`src/rtl/etc_pkg.sv`:
```
// package for the eight bit timer/counter core: offsets, fields, modes
// assumes one 10 MHz clock and a plain strobe register port
package etc_pkg;

    // ------------------------------------------------------------
    // register offsets
    // ------------------------------------------------------------
    localparam logic [3:0] ADDR_CTRL_A  = 4'h0;
    localparam logic [3:0] ADDR_CTRL_B  = 4'h1;
    localparam logic [3:0] ADDR_COUNT   = 4'h2;
    localparam logic [3:0] ADDR_CMP_A   = 4'h3;
    localparam logic [3:0] ADDR_CMP_B   = 4'h4;
    localparam logic [3:0] ADDR_MASK    = 4'h5;
    localparam logic [3:0] ADDR_FLAG    = 4'h6;

    // ------------------------------------------------------------
    // field positions
    // ------------------------------------------------------------
    localparam int CTRLA_WGM0_POS = 0;
    localparam int CTRLA_WGM1_POS = 1;
    localparam int CTRLA_COMB_POS = 4;
    localparam int CTRLA_COMA_POS = 6;
    localparam int CTRLB_CS_POS   = 0;
    localparam int CTRLB_WGM2_POS = 3;
    localparam int CTRLB_FOCB_POS = 6;
    localparam int CTRLB_FOCA_POS = 7;
    localparam int FLAG_OVF_POS   = 0;
    localparam int FLAG_CMPA_POS  = 1;
    localparam int FLAG_CMPB_POS  = 2;

    // ------------------------------------------------------------
    // values and reset values
    // ------------------------------------------------------------
    localparam logic [7:0] VAL_BOTTOM = 8'h00;
    localparam logic [7:0] VAL_MAX    = 8'hFF;
    localparam logic [7:0] RST_BYTE   = 8'h00;
    localparam logic [2:0] CS_STOPPED = 3'h0;
    localparam logic [2:0] CS_EXT_FALL = 3'h6;
    localparam logic [2:0] CS_EXT_RISE = 3'h7;

    // prescaler taps in clock cycles
    localparam int PRE_DIV8    = 8;
    localparam int PRE_DIV64   = 64;
    localparam int PRE_DIV256  = 256;
    localparam int PRE_DIV1024 = 1024;
    localparam int PRE_WIDTH   = 10;

    // ------------------------------------------------------------
    // waveform modes
    // ------------------------------------------------------------
    typedef enum logic [2:0] {
        WGM_NORMAL    = 3'h0,
        WGM_PC_FF     = 3'h1,
        WGM_CTC       = 3'h2,
        WGM_FAST_FF   = 3'h3,
        WGM_RSVD4     = 3'h4,
        WGM_PC_OCRA   = 3'h5,
        WGM_RSVD6     = 3'h6,
        WGM_FAST_OCRA = 3'h7
    } etc_wgm_type;

    typedef struct packed {
        logic       match;
        logic       force_hit;
        logic [1:0] com;
    } etc_unit_type;

endpackage : etc_pkg

```
`src/rtl/etc_prescaler.sv`:
```
// prescaler and clock select: one-cycle timer tick enable
// assumes the count input is already synchronous to clk
module etc_prescaler (
    // clock and reset
    input  wire logic       clk,
    input  wire logic       nrst,
    // selection
    input  wire logic [2:0] clockSourceSelect,
    input  wire logic       externalCountInput,
    // tick
    output logic            timerTick
);

    logic [etc_pkg::PRE_WIDTH-1:0] preCnt_q;
    logic                          extLast_q;
    logic                          extRise;
    logic                          extFall;

    // ------------------------------------------------------------
    // free running prescaler
    // ------------------------------------------------------------
    always_ff @(posedge clk or negedge nrst) begin
        if (!nrst) begin
            preCnt_q <= '0;
        end else begin
            preCnt_q <= preCnt_q + 1'b1;
        end
    end

    always_ff @(posedge clk or negedge nrst) begin
        if (!nrst) begin
            extLast_q <= 1'b0;
        end else begin
            extLast_q <= externalCountInput;
        end
    end

    assign extRise = externalCountInput & ~extLast_q;
    assign extFall = ~externalCountInput & extLast_q;

    // ------------------------------------------------------------
    // source and edge selection
    // ------------------------------------------------------------
    always_comb begin
        unique case (clockSourceSelect)
            3'h0: timerTick = 1'b0;
            3'h1: timerTick = 1'b1;
            3'h2: timerTick = &preCnt_q[2:0];
            3'h3: timerTick = &preCnt_q[5:0];
            3'h4: timerTick = &preCnt_q[7:0];
            3'h5: timerTick = &preCnt_q[9:0];
            3'h6: timerTick = extFall;
            3'h7: timerTick = extRise;
        endcase
    end

endmodule : etc_prescaler

```
`src/rtl/etc_timer_core.sv`:
```
// top of the timer/counter: register port, counter, compare, flags
// assumes synchronous inputs, single clk, one-cycle strobes
module etc_timer_core (
    // clock and reset
    input  wire logic       clk,
    input  wire logic       nrst,
    // register port
    input  wire logic [3:0] regAddr,
    input  wire logic [7:0] regWdata,
    input  wire logic       regWrite,
    input  wire logic       regRead,
    output logic      [7:0] regRdata,
    // pins
    input  wire logic       externalCountInput,
    output logic            compareAOutput,
    output logic            compareBOutput,
    // interrupt requests
    output logic            overflowIrq,
    output logic            compareAIrq,
    output logic            compareBIrq
);

    // ------------------------------------------------------------
    // storage
    // ------------------------------------------------------------
    logic [7:0] timerControlA_q;
    logic [7:0] timerControlB_q;
    logic [7:0] counterValue_q;
    logic [7:0] compareABuf_q;
    logic [7:0] compareBBuf_q;
    logic [7:0] compareAValue_q;
    logic [7:0] compareBValue_q;
    logic [2:0] timerMask_q;
    logic [2:0] timerFlag_q;
    logic       countDown_q;
    logic       blockMatch_q;

    logic       timerTick;
    logic [2:0] waveformModeField;
    logic [2:0] clockSourceSelect;
    logic       isPwm;
    logic       isPhase;
    logic       topIsCmpA;
    logic [7:0] topValue;
    logic       atTop;
    logic       atBottom;
    logic       wrCount;
    logic       tovSet;
    logic       loadAtTop;
    logic       loadAtBottom;
    logic       loadCompare;
    logic [7:0] counterValue_d;
    logic       countDown_d;
    logic       forceA;
    logic       forceB;
    logic       equalA;
    logic       equalB;
    etc_pkg::etc_unit_type unitA;
    etc_pkg::etc_unit_type unitB;

    // ------------------------------------------------------------
    // decode
    // ------------------------------------------------------------
    assign waveformModeField = {
        timerControlB_q[etc_pkg::CTRLB_WGM2_POS],
        timerControlA_q[etc_pkg::CTRLA_WGM1_POS],
        timerControlA_q[etc_pkg::CTRLA_WGM0_POS]};
    assign clockSourceSelect =
        timerControlB_q[etc_pkg::CTRLB_CS_POS +: 3];
    assign isPwm     = waveformModeField[0];
    assign isPhase   = waveformModeField[1:0] == 2'b01;
    assign topIsCmpA = waveformModeField == etc_pkg::WGM_CTC ||
                       waveformModeField[2];
    assign topValue  = topIsCmpA ? compareAValue_q
                                 : etc_pkg::VAL_MAX;
    assign atTop     = counterValue_q == topValue;
    assign atBottom  = counterValue_q == etc_pkg::VAL_BOTTOM;
    assign wrCount   = regWrite && regAddr == etc_pkg::ADDR_COUNT;
    assign forceA    = regWrite && regAddr == etc_pkg::ADDR_CTRL_B &&
                       regWdata[etc_pkg::CTRLB_FOCA_POS] && !isPwm;
    assign forceB    = regWrite && regAddr == etc_pkg::ADDR_CTRL_B &&
                       regWdata[etc_pkg::CTRLB_FOCB_POS] && !isPwm;

    etc_prescaler u_prescaler (
        .clk                (clk),
        .nrst               (nrst),
        .clockSourceSelect  (clockSourceSelect),
        .externalCountInput (externalCountInput),
        .timerTick          (timerTick)
    );

    // ------------------------------------------------------------
    // counter next value
    // ------------------------------------------------------------
    always_comb begin
        counterValue_d = counterValue_q;
        countDown_d    = countDown_q;
        tovSet         = 1'b0;
        if (timerTick) begin
            if (isPhase) begin
                if (countDown_q) begin
                    counterValue_d = counterValue_q - 8'h01;
                    if (counterValue_q == 8'h01) begin
                        countDown_d = 1'b0;
                    end
                end else begin
                    counterValue_d = counterValue_q + 8'h01;
                    if (counterValue_d == topValue) begin
                        countDown_d = 1'b1;
                    end
                end
                tovSet = atBottom && !countDown_q;
            end else if (atTop && topIsCmpA) begin
                counterValue_d = etc_pkg::VAL_BOTTOM;
                tovSet = waveformModeField[0];
            end else begin
                counterValue_d = counterValue_q + 8'h01;
                tovSet = counterValue_q == etc_pkg::VAL_MAX;
            end
        end
        if (wrCount) begin
            counterValue_d = regWdata;
        end
    end

    always_ff @(posedge clk or negedge nrst) begin
        if (!nrst) begin
            counterValue_q <= etc_pkg::RST_BYTE;
            countDown_q    <= 1'b0;
        end else begin
            counterValue_q <= counterValue_d;
            countDown_q    <= countDown_d;
        end
    end

    // ------------------------------------------------------------
    // control and mask registers
    // ------------------------------------------------------------
    always_ff @(posedge clk or negedge nrst) begin
        if (!nrst) begin
            timerControlA_q <= etc_pkg::RST_BYTE;
            timerControlB_q <= etc_pkg::RST_BYTE;
            timerMask_q     <= 3'h0;
        end else if (regWrite) begin
            if (regAddr == etc_pkg::ADDR_CTRL_A) begin
                timerControlA_q <= regWdata & 8'hF3;
            end
            if (regAddr == etc_pkg::ADDR_CTRL_B) begin
                timerControlB_q <= regWdata & 8'h0F;
            end
            if (regAddr == etc_pkg::ADDR_MASK) begin
                timerMask_q <= regWdata[2:0];
            end
        end
    end

    // ------------------------------------------------------------
    // compare buffers and active values
    // ------------------------------------------------------------
    assign loadAtTop    = isPwm && !isPhase && timerTick && atBottom;
    assign loadAtBottom = isPhase && timerTick && atTop;
    assign loadCompare  = !isPwm || loadAtTop || loadAtBottom;

    always_ff @(posedge clk or negedge nrst) begin
        if (!nrst) begin
            compareABuf_q <= etc_pkg::RST_BYTE;
            compareBBuf_q <= etc_pkg::RST_BYTE;
        end else if (regWrite) begin
            if (regAddr == etc_pkg::ADDR_CMP_A) begin
                compareABuf_q <= regWdata;
            end
            if (regAddr == etc_pkg::ADDR_CMP_B) begin
                compareBBuf_q <= regWdata;
            end
        end
    end

    always_ff @(posedge clk or negedge nrst) begin
        if (!nrst) begin
            compareAValue_q <= etc_pkg::RST_BYTE;
            compareBValue_q <= etc_pkg::RST_BYTE;
        end else if (loadCompare) begin
            compareAValue_q <= compareABuf_q;
            compareBValue_q <= compareBBuf_q;
        end
    end

    // ------------------------------------------------------------
    // compare and flags
    // ------------------------------------------------------------
    assign equalA = counterValue_q == compareAValue_q;
    assign equalB = counterValue_q == compareBValue_q;

    // a counter write hides the compare result up to the next tick
    always_ff @(posedge clk or negedge nrst) begin
        if (!nrst) begin
            blockMatch_q <= 1'b0;
        end else if (wrCount) begin
            blockMatch_q <= 1'b1;
        end else if (timerTick) begin
            blockMatch_q <= 1'b0;
        end
    end

    assign unitA = '{match: equalA && !blockMatch_q,
                     force_hit: forceA,
                     com: timerControlA_q[etc_pkg::CTRLA_COMA_POS +: 2]};
    assign unitB = '{match: equalB && !blockMatch_q,
                     force_hit: forceB,
                     com: timerControlA_q[etc_pkg::CTRLA_COMB_POS +: 2]};

    // set wins over a software write-one clear
    always_ff @(posedge clk or negedge nrst) begin
        if (!nrst) begin
            timerFlag_q <= 3'h0;
        end else begin
            for (int i = 0; i < 3; i++) begin
                if (regWrite && regAddr == etc_pkg::ADDR_FLAG &&
                    regWdata[i]) begin
                    timerFlag_q[i] <= 1'b0;
                end
            end
            if (tovSet) begin
                timerFlag_q[etc_pkg::FLAG_OVF_POS] <= 1'b1;
            end
            if (timerTick && unitA.match) begin
                timerFlag_q[etc_pkg::FLAG_CMPA_POS] <= 1'b1;
            end
            if (timerTick && unitB.match) begin
                timerFlag_q[etc_pkg::FLAG_CMPB_POS] <= 1'b1;
            end
        end
    end

    assign overflowIrq = timerFlag_q[etc_pkg::FLAG_OVF_POS] &
                         timerMask_q[etc_pkg::FLAG_OVF_POS];
    assign compareAIrq = timerFlag_q[etc_pkg::FLAG_CMPA_POS] &
                         timerMask_q[etc_pkg::FLAG_CMPA_POS];
    assign compareBIrq = timerFlag_q[etc_pkg::FLAG_CMPB_POS] &
                         timerMask_q[etc_pkg::FLAG_CMPB_POS];

    // ------------------------------------------------------------
    // waveform outputs
    // ------------------------------------------------------------
    etc_waveform u_wave_a (
        .clk               (clk),
        .nrst              (nrst),
        .waveformModeField (waveformModeField),
        .unitIn            (unitA),
        .tick              (timerTick),
        .atTop             (atTop),
        .atBottom          (atBottom),
        .countDown         (countDown_q),
        .compareOutput     (compareAOutput)
    );

    etc_waveform u_wave_b (
        .clk               (clk),
        .nrst              (nrst),
        .waveformModeField (waveformModeField),
        .unitIn            (unitB),
        .tick              (timerTick),
        .atTop             (atTop),
        .atBottom          (atBottom),
        .countDown         (countDown_q),
        .compareOutput     (compareBOutput)
    );

    // ------------------------------------------------------------
    // read data, one cycle after the strobe
    // ------------------------------------------------------------
    always_ff @(posedge clk or negedge nrst) begin
        if (!nrst) begin
            regRdata <= etc_pkg::RST_BYTE;
        end else if (regRead) begin
            unique case (regAddr)
                etc_pkg::ADDR_CTRL_A: regRdata <= timerControlA_q;
                etc_pkg::ADDR_CTRL_B: regRdata <= timerControlB_q;
                etc_pkg::ADDR_COUNT:  regRdata <= counterValue_q;
                etc_pkg::ADDR_CMP_A:  regRdata <= compareABuf_q;
                etc_pkg::ADDR_CMP_B:  regRdata <= compareBBuf_q;
                etc_pkg::ADDR_MASK:   regRdata <= {5'h00, timerMask_q};
                etc_pkg::ADDR_FLAG:   regRdata <= {5'h00, timerFlag_q};
                default:              regRdata <= 8'h00;
            endcase
        end else begin
            regRdata <= 8'h00;
        end
    end

endmodule : etc_timer_core

```
`src/rtl/etc_waveform.sv`:
```
// waveform generator for one compare output
// match from the counter core is not qualified with the timer tick; it is gated with tick here
module etc_waveform (
    // clock and reset
    input  wire logic                  clk,
    input  wire logic                  nrst,
    // mode
    input  wire logic [2:0]            waveformModeField,
    input  etc_pkg::etc_unit_type      unitIn,
    input  wire logic                  tick,
    input  wire logic                  atTop,
    input  wire logic                  atBottom,
    input  wire logic                  countDown,
    // pin
    output logic                       compareOutput
);

    logic pwmFast;
    logic pwmPhase;
    logic comOn;

    assign pwmFast  = waveformModeField[1:0] == 2'b11;
    assign pwmPhase = waveformModeField[1:0] == 2'b01;
    assign comOn    = unitIn.com[1];

    // ------------------------------------------------------------
    // output state
    // ------------------------------------------------------------
    always_ff @(posedge clk or negedge nrst) begin
        if (!nrst) begin
            compareOutput <= 1'b0;
        end else if (pwmFast) begin
            if (tick && unitIn.match && comOn) begin
                compareOutput <= unitIn.com[0];
            end else if (tick && atBottom && comOn) begin
                compareOutput <= ~unitIn.com[0];
            end
        end else if (pwmPhase) begin
            if (tick && unitIn.match && comOn) begin
                compareOutput <= unitIn.com[0] ^ countDown;
            end else if (tick && atTop && comOn && !unitIn.match) begin
                compareOutput <= compareOutput;
            end
        end else if ((tick && unitIn.match) || unitIn.force_hit) begin
            unique case (unitIn.com)
                2'b00: compareOutput <= compareOutput;
                2'b01: compareOutput <= ~compareOutput;
                2'b10: compareOutput <= 1'b0;
                2'b11: compareOutput <= 1'b1;
            endcase
        end
    end

endmodule : etc_waveform

```
`config.mk`:
```
export PLATFORM = sky130hd
export DESIGN_NAME = etc_timer_core
export DESIGN_NICKNAME = d
export VERILOG_FILES = /design/src/rtl/etc_pkg.sv /design/src/rtl/etc_prescaler.sv /design/src/rtl/etc_timer_core.sv /design/src/rtl/etc_waveform.sv
export SDC_FILE = /design/constraint.sdc
export NUM_CORES = 1
export LEC_CHECK = 0
export BUFFER_PORTS_ARGS = -buffer_cell sky130_fd_sc_hd__buf_2
export CORE_UTILIZATION = 45
export DETAILED_ROUTE_END_ITERATION = 6
export SLEW_MARGIN = 0
export SYNTH_ARGS = -nofsm -noshare
export SYNTH_HDL_FRONTEND = slang
export SYNTH_HIERARCHICAL = 1
export SYNTH_SLANG_ARGS = --single-unit
```
`constraint.sdc`:
```
create_clock -name clk -period 4.5 [get_ports clk]
set_input_delay 0.675 -clock clk [delete_from_list [all_inputs] [get_ports clk]]
set_output_delay 0.675 -clock clk [all_outputs]
set_load 0.005 [all_outputs]
```
==> results.toml <==
[outcome]
status = "finished, final reports clean"

[layout]
drive_gt1_share_pct = 25.0
nets = 498
fin_util_pct = 50.2
antenna_cells = 0
syn_to_final_growth_pct = 7.83

[global_routing]
antenna_found_initial = 0
grt_pass1_vias = 3674
grt_pass1_wl_um = 21100
grt_util_all_layers_pct = 24.8
grt_start_max_net_pins = 80
grt_overflow = 0

[clock_network]
cts_root_buffer = "clkbuf_8"
cts_buffers = 9
cts.sinks = 79
cts_max_level = 3
cts_tree = "yes"
clk_latency_ns = 0.36
cts_hold_buf = 0
cts_buffer_depth = 2
cts.clk_slew.worst_paths_ns = 0.08
cts_resized = 0
post_cts_buffers = 0

[critical_path]
worstSetupPathType = "register to register"
ff2ff_path_depth = 8
worstSetupEndpointType = "register"
r2r_setup_slack_ns = 1.38
worstPathRequired_ns = 4.73
worstSetupStartpointType = "register"
cp_max_fo = 19
arrival_ns = 3.35

[power]
p_switching_uw = 1080
p_comb_share_pct = 35.0
finalPower_uw = 2770
pwr-share-seq_pct = 43.9
p_leak_uw = 0.00216
vdd_ir_drop_max_v = 0.000242
swShare_pct = 39.1
p_per_area_nw_per_um2 = 532
cell_internal_pwr_uw = 1690
clock_power_share_pct = 21.0

[worst_hold_path]
hold_class = "input pin to register"
hold_depth = 1

[synthesis]
netlist_area_um2 = 4830
synth_area_per_cell_um2 = 10.5
yosysWarnings = 6
synthesis.nets = 481
synthCells = 458

[timing]
slew_violations = 0
worstMarginPinSlew_ns = 1.09
relSlewSlack_pct = 26.6
tns_ns = 0
grt_setup_unrepaired = "false"
fin_hold_ws_ns = 0.461
period_share_pct = 69.3
fmax_ghz = 0.321
finalSetupViolCount = 0
clock_skew_ns = 0.00953
layout_min_cycle_time_ns = 3.12
hold_violations = 0

[placed_design]
gp_congestion = 0.900
hpwl_um = 8810
port-buffer-count = 29

[detailed_routing]
avgViaCountPerCell = 6.16
drt_wl_total_um = 12700
drc = 0
drt_iter0_markers = 446
dr_total_vias = 3795
routedWlPerCell_um = 20.7
firstDrtPassIters = 5
detail-route-antenna-nets = 0

[floorplan]
die_area_um2 = 11100
start_util_pct = 46.5
dieHeight_um = 106
die_w_um = 106
ioPinCount = 30
core_um2 = 10400
std_cell_rows = 37

[flow_run]
drv_cap = 0
per-stage QoR:
stage	worst slack (ns)	instance area [um2]	std cells
detailed placement	1.39	4990	600
floorplan	2.10	4830	458
CTS	1.36	5200	616
global placement	1.53	4990	600
global route	1.20	5200	616
finish	1.38	5200	616
worst max-delay path: stages, from the launching register on:
cell	delay, ns
dfrtp_1	0.39
ha_1	0.21
nand2_1	0.11
o21ai_1	0.15
a21oi_1	0.10
o221ai_2	0.77
nand2_1	0.22
o21ai_4	0.62
mux2_2	0.42
layer usage:
layer	part of all wire (%)	GRT usage, %
met4	1.4	8.33
met1	47	36.5
met2	46	36.5
met5	0	0
met3	5.5	4.51
power groups by stage:
stage	clock network (uW)	registers (uW)	logic (uW)
final	583	1220	971
after global placement	0	1210	945
after global routing	623	1250	1070
after detailed placement	0	1220	963
after CTS	589	1210	969
after floorplan	0	1030	923
registers in the layout, summed over array words and instances, names as in the netlist:
name	flops
compareBBuf_q	8
u_prescaler/extLast_q	1
u_wave_b/compareOutput	1
timerFlag_q	3
compareBValue_q	8
compareAValue_q	8
u_prescaler/preCnt_q	10
timerControlA_q	6
counterValue_q	8
countDown_q	1
u_wave_a/compareOutput	1
compareABuf_q	8
timerControlB_q	4
regRdata	8
blockMatch_q	1
timerMask_q	3
worst paths after layout:
| kind | start | endpoint |
|---|---|---|
| max | u_prescaler/preCnt_q[0] | compareAValue_q[1] |
| min | externalCountInput | u_prescaler/extLast_q |
| max reg2reg | u_prescaler/preCnt_q[0] | compareAValue_q[1] |
| min reg2reg | u_prescaler/preCnt_q[9] | u_prescaler/preCnt_q[9] |
| max in group asynchronous | nrst | countDown_q |
| min in group asynchronous | nrst | u_prescaler/preCnt_q[4] |
cell type report:
class,instances,area [um2]
Clock buffer,12,165
Clock inverter,4,51.3
Fill cell,979,5170
Inverter,9,33.8
Multi-Input combinational cell,347,2660
Sequential cell,79,1980
Tap cell,136,170
Timing Repair Buffer,29,148
cells in the final DEF (no fill, tap or decap), types with 6 or more instances in the layout:
master and instances:
a21oi_1 24, a22oi_1 9, and2_1 6, buf_2 28, clkbuf_8 12, dfrtp_1 79
ha_1 6, inv_1 8, mux2_2 41, mux2_4 10, nand2_1 27, nand3_1 22
nor2_1 32, nor2b_1 6, nor3_1 7, nor3b_1 10, o21ai_0 10, xnor2_1 25
(Power assumes the default switching activity.)
